## config.mk

```make
export PLATFORM = sky130hd
export DESIGN_NAME = puc_top
export DESIGN_NICKNAME = d
export VERILOG_FILES = /design/src/logic/puc_pkg.sv /design/src/logic/puc_top.sv
export VERILOG_INCLUDE_DIRS = /design/src /design/src/logic
export SDC_FILE = /design/constraint.sdc
export NUM_CORES = 1
export LEC_CHECK = 0
export BUFFER_PORTS_ARGS = -buffer_cell sky130_fd_sc_hd__clkbuf_2
export CAP_MARGIN = 20
export CORE_ASPECT_RATIO = 0.7
export CORE_UTILIZATION = 45
export CTS_CLUSTER_SIZE = 14
export DETAILED_ROUTE_END_ITERATION = 6
export HOLD_SLACK_MARGIN = 0.08
export PLACE_DENSITY = 0.76
export SYNTH_ARGS = -nofsm -noshare
export SYNTH_HDL_FRONTEND = slang
export SYNTH_SLANG_ARGS = --single-unit
```

## constraint.sdc

```tcl
create_clock -name ref_clk_in -period 1.9 [get_ports ref_clk_in]
set_clock_uncertainty 0.2 [all_clocks]
set_input_delay 0.095 -clock ref_clk_in [delete_from_list [all_inputs] [get_ports ref_clk_in]]
set_output_delay 0.095 -clock ref_clk_in [all_outputs]
set_load 0.01 [all_outputs]
```

## src/logic/puc_defs.svh

```systemverilog
`ifndef PUC_DEFS_SVH
`define PUC_DEFS_SVH

// ----------------------------------------
// Register map
// ----------------------------------------
`define PUC_IDX_PORT 10'h0C2
`define PUC_IDX_UART 10'h0C3
`define PUC_IDX_STAT 10'h0FC
`define PUC_PORT_RST 32'h41111111
`define PUC_PORT_MASK 32'hCFFFFFFF
`define PUC_UART_RST 32'h10216600

// ----------------------------------------
// Field positions
// ----------------------------------------
`define PUC_SCK_LSB 30
`define PUC_PIN_STRIDE 4
`define PUC_POLY_LSB 16
`define PUC_ORDER_BIT 15
`define PUC_PRE_BIT 14
`define PUC_CMODE_BIT 13
`define PUC_WUP_BIT 12
`define PUC_HBR_LSB 10
`define PUC_HBM_BIT 9
`define PUC_ICLR_BIT 8
`define PUC_ADR_LSB 4
`define PUC_LEN_LSB 0
`define PUC_SPI_PINS 7'h0C

// ----------------------------------------
// Codes and values
// ----------------------------------------
`define PUC_DIR_OUT 2'h0
`define PUC_DIR_PU 2'h1
`define PUC_DIR_PD 2'h2
`define PUC_PRE_ZERO 16'h0000
`define PUC_PRE_ONES 16'h1111
`define PUC_DEF_POLY 16'h1021
`define PUC_DEF_ORDER 1'h0
`define PUC_DEF_PRE 16'h1111
`define PUC_BAUD0 17'h04B00
`define PUC_BAUD1 17'h09600
`define PUC_BAUD2 17'h0E100
`define PUC_BAUD3 17'h1C200

`endif

```

## src/logic/puc_pkg.sv

```systemverilog
`default_nettype none
package puc_pkg;
  typedef struct packed {
    logic [15:0] poly;
    logic reversed;
    logic [15:0] preload;
  } puc_crc_cfg_t;

  typedef struct packed {
    logic [6:0] out;
    logic [6:0] oe;
    logic [6:0] pu;
    logic [6:0] pd;
  } puc_pins_t;
endpackage : puc_pkg
`default_nettype wire

```

## src/logic/puc_top.sv

```systemverilog
// The implementer's own choice: the address-and-strobe port.
`timescale 1ns/1ps
`default_nettype none
`include "puc_defs.svh"
module puc_top
  import puc_pkg::*;
(
  // Clock and reset
  input wire logic ref_clk_in,
  input wire logic srst_in,
  // Register port
  input wire logic [11:0] addr_in,
  input wire logic [31:0] wdata_in,
  input wire logic wr_in,
  input wire logic rd_in,
  output logic [31:0] rdata_out,
  // Operating modes
  input wire logic spi_mode_in,
  input wire logic flow_meter_mode_in,
  input wire logic rc_crc_mode_in,
  // Internal output sources
  input wire logic [6:0] gp_out_bits_in,
  input wire logic pulse_in,
  input wire logic pulse_dir_in,
  input wire logic lsclk_in,
  input wire logic fire_burst_in,
  input wire logic err_n_in,
  input wire logic device_busy_in,
  input wire logic us_dir_in,
  input wire logic us_meas_busy_in,
  input wire logic us_fire_busy_in,
  input wire logic us_rx_busy_in,
  // Port pins
  input wire logic [6:0] pin_in,
  output puc_pins_t pins_out,
  input wire logic sck_rxd_pin_in,
  output logic sck_pu_out,
  output logic sck_pd_out,
  output logic sck_rxd_out,
  output logic slave_select_in_out,
  output logic mosi_out,
  // Serial interface settings
  output puc_crc_cfg_t crc_cfg_out,
  input wire logic wakeup_cmd_in,
  output logic wakeup_accept_out,
  input wire logic remote_high_rate_in,
  input wire logic auto_msg_active_in,
  output logic high_rate_active_out,
  output logic [16:0] high_rate_baud_out,
  output logic remote_irq_auto_clear_out,
  output logic [3:0] auto_msg_base_upper_out,
  output logic [3:0] auto_msg_length_out,
  output logic auto_msg_enable_out
);

  // ----------------------------------------
  // Registers and address decode
  // ----------------------------------------
  logic [31:0] port_q;
  logic [31:0] uart_q;
  logic [31:0] rdata_q;
  logic [6:0] pin_s1_q;
  logic [6:0] pin_s2_q;
  logic sck_s1_q;
  logic sck_s2_q;

  wire aligned = (addr_in[1:0] == 2'h0);
  wire sel_port = aligned && (addr_in[11:2] == `PUC_IDX_PORT);
  wire sel_uart = aligned && (addr_in[11:2] == `PUC_IDX_UART);
  wire sel_stat = aligned && (addr_in[11:2] == `PUC_IDX_STAT);
  wire [31:0] stat_word = {24'h000000, sck_s2_q, pin_s2_q};
  wire [31:0] rd_mux = sel_port ? port_q :
                       sel_uart ? uart_q :
                       sel_stat ? stat_word : 32'h00000000;

  always_ff @(posedge ref_clk_in) begin
    if (srst_in) begin
      port_q <= `PUC_PORT_RST;
      uart_q <= `PUC_UART_RST;
    end else if (wr_in) begin
      if (sel_port) begin
        port_q <= wdata_in & `PUC_PORT_MASK;
      end
      // Polynomial stored as written; bit 16 is software's duty
      // polynomial write
      if (sel_uart) begin
        uart_q <= wdata_in;
      end
    end
  end

  // Read data valid only in the cycle after the strobe
  always_ff @(posedge ref_clk_in) begin
    if (srst_in) begin
      rdata_q <= 32'h00000000;
    end else begin
      rdata_q <= rd_in ? rd_mux : 32'h00000000;
    end
  end
  assign rdata_out = rdata_q;

  // ----------------------------------------
  // Pin synchronisers
  // ----------------------------------------
  always_ff @(posedge ref_clk_in) begin
    if (srst_in) begin
      pin_s1_q <= 7'h00;
      pin_s2_q <= 7'h00;
      sck_s1_q <= 1'b0;
      sck_s2_q <= 1'b0;
    end else begin
      pin_s1_q <= pin_in;
      pin_s2_q <= pin_s1_q;
      sck_s1_q <= sck_rxd_pin_in;
      sck_s2_q <= sck_s1_q;
    end
  end

  // ----------------------------------------
  // Port output sources
  // ----------------------------------------
  logic [3:0] src [7];
  assign src[0] = {fire_burst_in, lsclk_in, pulse_in, gp_out_bits_in[0]};
  assign src[1] = {us_dir_in, err_n_in, pulse_dir_in, gp_out_bits_in[1]};
  assign src[2] = {lsclk_in, device_busy_in, pulse_in, gp_out_bits_in[2]};
  assign src[3] = {err_n_in, device_busy_in, pulse_dir_in, gp_out_bits_in[3]};
  assign src[4] = {us_fire_busy_in, device_busy_in, us_meas_busy_in,
                   gp_out_bits_in[4]};
  assign src[5] = {us_meas_busy_in, lsclk_in, pulse_in, gp_out_bits_in[5]};
  assign src[6] = {us_rx_busy_in, err_n_in, pulse_dir_in, gp_out_bits_in[6]};

  // ----------------------------------------
  // Direction decode per port
  // ----------------------------------------
  puc_pins_t pins_d;
  puc_pins_t pins_q;
  wire [6:0] spi_pins = spi_mode_in ? `PUC_SPI_PINS : 7'h00;

  genvar gi;
  generate
    for (gi = 0; gi < 7; gi++) begin : g_pin
      wire [1:0] dir = port_q[gi*`PUC_PIN_STRIDE +: 2];
      wire [1:0] sel = port_q[gi*`PUC_PIN_STRIDE+2 +: 2];
      wire spi_hiz = spi_pins[gi] && (dir == `PUC_DIR_OUT);
      wire drive = (dir == `PUC_DIR_OUT) && !spi_hiz;
      assign pins_d.oe[gi] = drive;
      assign pins_d.out[gi] = drive && src[gi][sel];
      assign pins_d.pu[gi] = (dir == `PUC_DIR_PU);
      assign pins_d.pd[gi] = (dir == `PUC_DIR_PD);
    end
  endgenerate

  wire [1:0] sck_cfg = port_q[`PUC_SCK_LSB +: 2];

  always_ff @(posedge ref_clk_in) begin
    if (srst_in) begin
      pins_q <= '0;
      sck_pu_out <= 1'b0;
      sck_pd_out <= 1'b0;
    end else begin
      pins_q <= pins_d;
      sck_pu_out <= (sck_cfg == `PUC_DIR_PU);
      sck_pd_out <= (sck_cfg == `PUC_DIR_PD);
    end
  end
  assign pins_out = pins_q;

  // Slave select and MOSI idle inactive outside SPI mode; SCK/RXD follows the pin in every mode
  always_ff @(posedge ref_clk_in) begin
    if (srst_in) begin
      sck_rxd_out <= 1'b0;
      slave_select_in_out <= 1'b1;
      mosi_out <= 1'b0;
    end else begin
      sck_rxd_out <= sck_s2_q;
      slave_select_in_out <= spi_mode_in ? pin_s2_q[2] : 1'b1;
      mosi_out <= spi_mode_in && pin_s2_q[3];
    end
  end

  // ----------------------------------------
  // Serial interface settings
  // ----------------------------------------
  // preload select
  wire [15:0] cfg_pre = uart_q[`PUC_PRE_BIT] ? `PUC_PRE_ONES : `PUC_PRE_ZERO;
  wire use_cfg = flow_meter_mode_in ? uart_q[`PUC_CMODE_BIT] : rc_crc_mode_in;
  puc_crc_cfg_t crc_d;
  assign crc_d.poly = use_cfg ? uart_q[`PUC_POLY_LSB +: 16] : `PUC_DEF_POLY;
  assign crc_d.reversed = use_cfg ? uart_q[`PUC_ORDER_BIT] : `PUC_DEF_ORDER;
  assign crc_d.preload = use_cfg ? cfg_pre : `PUC_DEF_PRE;

  wire [1:0] hbr = uart_q[`PUC_HBR_LSB +: 2];
  wire [16:0] baud_d = (hbr == 2'h0) ? `PUC_BAUD0 :
                       (hbr == 2'h1) ? `PUC_BAUD1 :
                       (hbr == 2'h2) ? `PUC_BAUD2 : `PUC_BAUD3;
  // auto message may also use high rate
  wire hr_d = remote_high_rate_in ||
              (uart_q[`PUC_HBM_BIT] && auto_msg_active_in);
  wire [3:0] len = uart_q[`PUC_LEN_LSB +: 4];

  always_ff @(posedge ref_clk_in) begin
    if (srst_in) begin
      crc_cfg_out <= '0;
      wakeup_accept_out <= 1'b0;
      high_rate_active_out <= 1'b0;
      high_rate_baud_out <= 17'h00000;
      remote_irq_auto_clear_out <= 1'b0;
      auto_msg_base_upper_out <= 4'h0;
      auto_msg_length_out <= 4'h0;
      auto_msg_enable_out <= 1'b0;
    end else begin
      crc_cfg_out <= crc_d;
      wakeup_accept_out <= wakeup_cmd_in && uart_q[`PUC_WUP_BIT];
      high_rate_active_out <= hr_d;
      high_rate_baud_out <= baud_d;
      remote_irq_auto_clear_out <= uart_q[`PUC_ICLR_BIT];
      auto_msg_base_upper_out <= uart_q[`PUC_ADR_LSB +: 4];
      auto_msg_length_out <= len;
      auto_msg_enable_out <= (len != 4'h0);
    end
  end

  // ----------------------------------------
  // Assertions
  // ----------------------------------------
  sck_pull_a: assert property (@(posedge ref_clk_in) disable iff (srst_in)
    wr_in && sel_port |-> ##2
      (sck_pu_out == ($past(wdata_in[31:30], 2) == 2'h1)) &&
      (sck_pd_out == ($past(wdata_in[31:30], 2) == 2'h2)))
    else $error("clock pin pull wrong after write");

  port0_dir_a: assert property (@(posedge ref_clk_in) disable iff (srst_in)
    wr_in && sel_port |-> ##2
      (pins_out.oe[0] == ($past(wdata_in[1:0], 2) == 2'h0)))
    else $error("port 0 drive does not follow direction");

  port4_pull_a: assert property (@(posedge ref_clk_in) disable iff (srst_in)
    (port_q[17:16] == 2'h2) |=> pins_out.pd[4] && !pins_out.pu[4] && !pins_out.oe[4])
    else $error("port 4 pull-down decode wrong");

  spi_ssel_a: assert property (@(posedge ref_clk_in) disable iff (srst_in)
    spi_mode_in && (port_q[9:8] == 2'h0) |=>
      !pins_out.oe[2] && !pins_out.pu[2] && !pins_out.pd[2])
    else $error("port 2 driven in SPI mode");

  spi_mosi_a: assert property (@(posedge ref_clk_in) disable iff (srst_in)
    spi_mode_in && (port_q[13:12] == 2'h0) |=> !pins_out.oe[3] && !pins_out.out[3])
    else $error("port 3 driven in SPI mode");

  port0_src_a: assert property (@(posedge ref_clk_in) disable iff (srst_in)
    (port_q[3:0] == 4'h4) |=> pins_out.out[0] == $past(pulse_in))
    else $error("port 0 pulse source not routed");

  port4_src_a: assert property (@(posedge ref_clk_in) disable iff (srst_in)
    (port_q[19:16] == 4'h8) |=> pins_out.out[4] == $past(device_busy_in))
    else $error("port 4 busy source not routed");

  input_nodrive_a: assert property (@(posedge ref_clk_in) disable iff (srst_in)
    (port_q[25:24] != 2'h0) |=> !pins_out.oe[6] && !pins_out.out[6])
    else $error("port 6 driven while input");

  crc_pre_a: assert property (@(posedge ref_clk_in) disable iff (srst_in)
    flow_meter_mode_in && uart_q[13] && !uart_q[14] |=>
      crc_cfg_out.preload == 16'h0000)
    else $error("crc preload not zero");

  crc_def_a: assert property (@(posedge ref_clk_in) disable iff (srst_in)
    flow_meter_mode_in && !uart_q[13] |=>
      crc_cfg_out.poly == 16'h1021 && !crc_cfg_out.reversed)
    else $error("crc default settings not applied");

  wakeup_gate_a: assert property (@(posedge ref_clk_in) disable iff (srst_in)
    wakeup_accept_out |-> $past(wakeup_cmd_in) && $past(uart_q[12]))
    else $error("wake-up accepted while disabled");

  baud_top_a: assert property (@(posedge ref_clk_in) disable iff (srst_in)
    wr_in && sel_uart && (wdata_in[11:10] == 2'h3) |-> ##2
      high_rate_baud_out == 17'h1C200)
    else $error("high baud rate code 3 wrong");

  msg_len_a: assert property (@(posedge ref_clk_in) disable iff (srst_in)
    auto_msg_enable_out == ($past(uart_q[3:0]) != 4'h0))
    else $error("auto message enable does not follow length");

  port1_src_a: assert property (@(posedge ref_clk_in) disable iff (srst_in)
    (port_q[7:4] == 4'hC) |=> pins_out.out[1] == $past(us_dir_in))
    else $error("port 1 direction source not routed");

  port2_src_a: assert property (@(posedge ref_clk_in) disable iff (srst_in)
    !spi_mode_in && (port_q[11:8] == 4'h8) |=> pins_out.out[2] == $past(device_busy_in))
    else $error("port 2 busy source not routed");

  port3_src_a: assert property (@(posedge ref_clk_in) disable iff (srst_in)
    !spi_mode_in && (port_q[15:12] == 4'hC) |=> pins_out.out[3] == $past(err_n_in))
    else $error("port 3 error source not routed");

  port5_src_a: assert property (@(posedge ref_clk_in) disable iff (srst_in)
    (port_q[23:20] == 4'h4) |=> pins_out.out[5] == $past(pulse_in))
    else $error("port 5 pulse source not routed");

  port6_src_a: assert property (@(posedge ref_clk_in) disable iff (srst_in)
    (port_q[27:24] == 4'hC) |=> pins_out.out[6] == $past(us_rx_busy_in))
    else $error("port 6 receive busy source not routed");

  port1_float_a: assert property (@(posedge ref_clk_in) disable iff (srst_in)
    (port_q[5:4] == 2'h3) |=> !pins_out.oe[1] && !pins_out.pu[1] && !pins_out.pd[1])
    else $error("port 1 floating input decode wrong");

  port0_pullup_a: assert property (@(posedge ref_clk_in) disable iff (srst_in)
    (port_q[1:0] == 2'h1) |=> pins_out.pu[0] && !pins_out.pd[0] && !pins_out.oe[0])
    else $error("port 0 pull-up decode wrong");

  crc_poly_a: assert property (@(posedge ref_clk_in) disable iff (srst_in)
    flow_meter_mode_in && uart_q[13] |=> crc_cfg_out.poly == $past(uart_q[31:16]))
    else $error("configured crc polynomial not applied");

  crc_order_a: assert property (@(posedge ref_clk_in) disable iff (srst_in)
    flow_meter_mode_in && uart_q[13] |=> crc_cfg_out.reversed == $past(uart_q[15]))
    else $error("configured crc order not applied");

  crc_remote_a: assert property (@(posedge ref_clk_in) disable iff (srst_in)
    !flow_meter_mode_in && rc_crc_mode_in |=> crc_cfg_out.poly == $past(uart_q[31:16]))
    else $error("remote crc mode copy not applied");

  wakeup_on_a: assert property (@(posedge ref_clk_in) disable iff (srst_in)
    wakeup_cmd_in && uart_q[12] |=> wakeup_accept_out)
    else $error("enabled wake-up command ignored");

  high_rate_a: assert property (@(posedge ref_clk_in) disable iff (srst_in)
    uart_q[9] && auto_msg_active_in |=> high_rate_active_out)
    else $error("auto message not at high rate");

  irq_clear_a: assert property (@(posedge ref_clk_in) disable iff (srst_in)
    remote_irq_auto_clear_out == $past(uart_q[8]))
    else $error("interrupt clear policy wrong");

  msg_base_a: assert property (@(posedge ref_clk_in) disable iff (srst_in)
    auto_msg_base_upper_out == $past(uart_q[7:4]))
    else $error("auto message base bits wrong");

endmodule : puc_top
`default_nettype wire

```

==> results by group <==
Clock tree
  • Worst-Skew Late Latency: 0.42 ns
  • TritonCTS clock tree: done
  • CTS Sinks: 181
  • Clock Pin Slew Worst Setup and Hold Paths: 0.07 ns
  • Setup Fix Bufs, Post-CTS: 0
  • H-Tree Depth: 4
  • Max Root-Sink Buffers: 2
  • Cts bufs inserted: 17
  • Root Driver: clkbuf_16

Worst setup path
  • Startpoint types: input pin
  • Critical Path Sink Type: flip-flop
  • Slowest cell on the critical path: dlygate4sd3_1
  • Crit path capture: pins_out[24]
  • Crit path max-delay family: buffers and inverters
  • Most frequent CP cell: dlygate4sd3_1
  • R2R Path End: pins_out[24]
  • Worst Path Max Fanout: 4
  • Worst endpoint data arrival time: approximately 2 ns
  • Crit path depth: 5
  • Critical path class: in2reg
  • Setup crit start: pulse_dir_in
  • Reg2Reg Depth: 3
  • Crit-path max cell delay: 0.55 ns
  • Worst-path cell chain: dlygate4sd3_1, clkbuf_2, mux4_2, dlygate4sd3_1, and2_1
  • R2R Setup Slk: around 0.06 ns
  • WP data required: 2.01 ns
  • Buf+Inv Stages, Crit Path: 3
  • Critical R2R Launch: port_q[15]

Global route
  • Gr ovfl total: 0
  • GRT Total Usage: 0.244
  • Initial antenna violation count: 0
  • First-pass GRT wire length: ~26000 um
  • Number of global-route vias before repair: 5054
  • Largest net degree at the start of global routing: 73

Timing
  • Worst Tran Pin Value: 1.04 ns
  • RSZ-0062 raised after global routing: false
  • Final Hold Vio Count: 0
  • Final period util: 0.996
  • Endpoints failing setup: 0
  • Post-layout min period: roughly 1.9 ns
  • Final Max Tran Viols: 0
  • Fmax: 528 MHz
  • Relative slew slack: 0.304

Status
  • Outcome: completed

Floorplan
  • Row count: 35
  • I/O pin total: 206
  • Die ar.: 0.0143 mm2
  • Die Y: 100 um
  • Die Wd: 142 um
  • CORE AREA: 0.0133 mm2
  • Initial Util: 0.466

Placement
  • Placed Instances: 976
  • Detail Placement HPWL: 10900 um
  • Area after DPL: roughly 0.0073 mm2
  • Routability Congestion: 0.814
  • Port Buf Inserts: 185

Detailed routing
  • DRT iter0 DRCs: 263
  • Drc violations: 0
  • Drt total wl: 16900 um
  • Via count: 5308
  • Post-route antenna net violation count: 0
  • DR vias/cell: around 4.9
  • Pre-antenna DRT Iters: 6
  • Routed len/inst: 15.5 um

Synth
  • Post-synth design cell area: ~0.0062 mm2
  • Seq/Total Area, Yosys: 0.585
  • Syn Area/Cell: just under 10 um2
  • Post-synth cell types: 34
  • Synth area leader: dfxtp_1
  • YS warnings: 0
  • Ys flop type: dfxtp_1
  • Async S/R FF share, synth: 0
  • Post-Syn Instances: 627
  • EDFF count, synth: 0
  • Share of the synthesized area in the top cell type: 0.585
  • Synth top area cells: dfxtp_1 (58%), nand2_1 (6.2%), a21oi_1 (5.1%)
  • Register bit total from synthesis: 181

Power
  • Worst VDD drop: around 0.00061 V
  • Pwr/cell area: 923 mW/mm2
  • Lkg Pwr: 0.00378 uW

Cells and area
  • Final nets: a little under 1000
  • Share of layout cells above drive strength 1: 0.293
  • Area Overhead vs Synth: 41.1%
  • Design Area, Final: 0.00874 mm2
  • Non-Filler Instances: around 1100

Job
  • Maxcap violations: 0

Worst hold path
  • Hold Crit Class: in2reg
==> worst register-to-register path: stages (launching register included) <==
cell,delay (ns)
dfxtp_2,0.35
mux4_2,0.48
dlygate4sd3_1,0.55
and2_1,0.15
==> cells in the final DEF (no fill, tap or decap), types with 2 or more instances in the layout <==
master / count
buf_4: 17
a21oi_1: 63
nand2_1: 103
clkbuf_16: 17
nor4_4: 2
buf_12: 5
or4_1: 3
o21ai_1: 5
dlygate4sd3_1: 81
nor2_1: 56
conb_1: 20
and2_1: 27
or4_4: 2
and3b_1: 2
nor4_1: 3
o21ai_0: 3
dfxtp_1: 180
clkbuf_2: 183
nor2b_1: 26
bufinv_16: 4
nor3b_1: 10
a21oi_2: 3
mux2i_1: 23
nor3_1: 23
nor3_2: 9
nor4_2: 2
clkinvlp_4: 2
inv_1: 3
inv_6: 5
mux4_2: 7
and3_1: 2
diode_2: 2
==> cell usage after synthesis (5+ instances only) <==
cell / instances
buf_2: 9
nor2b_1: 26
nor3_2: 8
buf_4: 25
dfxtp_1: 181
o21ai_1: 5
buf_6: 6
clkbuf_1: 19
nor3_1: 24
nand2_1: 103
a21oi_1: 63
mux4_2: 7
nor2_1: 56
and2_1: 27
nor3b_1: 10
mux2i_1: 23
==> through the flow <==
stage / worst slack, ns / setup TNS [ns] / hold slack (ns) / total power [uW] / util
after global placement: -0.0638 / -2.35 / 0.0961 / 4250 / 0.547
after CTS: 0.0174 / 0 / 0.0845 / 8090 / 0.655
after global routing: 0.00702 / 0 / 0.106 / 8290 / 0.656
after floorplan: -0.0679 / -0.128 / -0.0259 / 4110 / -
final: 0.00736 / 0 / 0.0965 / 8070 / 0.657
after detailed placement: -0.0999 / -4.54 / 0.112 / 4250 / 0.547
==> cell type report <==
type	instances	area, um2
Fill cell	1063	4570
Sequential cell	181	3620
Multi-Input combinational cell	401	2280
Timing Repair Buffer	286	1950
Clock buffer	19	443
Tap cell	185	231
Clock inverter	13	193
Inverter	3	11.3
Antenna cell	2	5.00
==> report_power, final <==
part / leakage, uW / total, uW / internal [uW] / switching (uW)
logic: 0.00201 / 465 / 243 / 222
clock network: 0.000305 / 3770 / 2260 / 1510
registers: 0.00147 / 3840 / 3830 / 11.6
total: 0.00378 / 8070 / 6330 / 1740
==> flip-flops by register name (all words and copies together), names as in the netlist, 4 cells and up <==
name / count
auto_msg_length_out: 4
pin_s2_q: 7
high_rate_baud_out: 8
uart_q: 32
pins_out: 28
crc_cfg_out: 18
rdata_out: 32
port_q: 30
pin_s1_q: 7
auto_msg_base_upper_out: 4
==> routing by layer <==
metal  wire (um)  track usage  vias up
li1            -            -     2559
met1        7530        0.313     2460
met2        7900        0.389      245
met3         989       0.0549       44
met4         472        0.126        0
met5           0            0        -
==> timing repair <==
item / 4_1_cts / 5_1_grt
hold buffers: 80 / 1
hold endpoints to repair: 150 / 4
gates resized for setup: 0 / 3
setup endpoints to repair: 0 / 7
==> cell families after synthesis <==
| logic type | after synthesis | synth area share |
|---|---|---|
| and+or+nand+nor | 277 | 0.228 |
| other | 1 | 0.000605 |
| buffers and inverters | 64 | 0.0630 |
| muxes | 30 | 0.0626 |
| AOI/OAI and AO/OA | 74 | 0.0616 |
| DFF | 181 | 0.585 |
==> worst min path at each step <==
stage | from | end | slack (ns) | depth (start not counted)
2_1_floorplan | spi_mode_in | pins_out[16] | -0.03 | 1
3_3_place_gp | remote_high_rate_in | high_rate_active_out | 0.1 | 3
3_5_place_dp | pin_in[1] | pin_s1_q[1] | 0.11 | 2
4_1_cts | rd_in | rdata_out[7] | 0.08 | 6
5_1_grt | rd_in | rdata_out[6] | 0.11 | 6
6_report | rd_in | rdata_out[6] | 0.1 | 6
(Power assumes the default switching activity.)
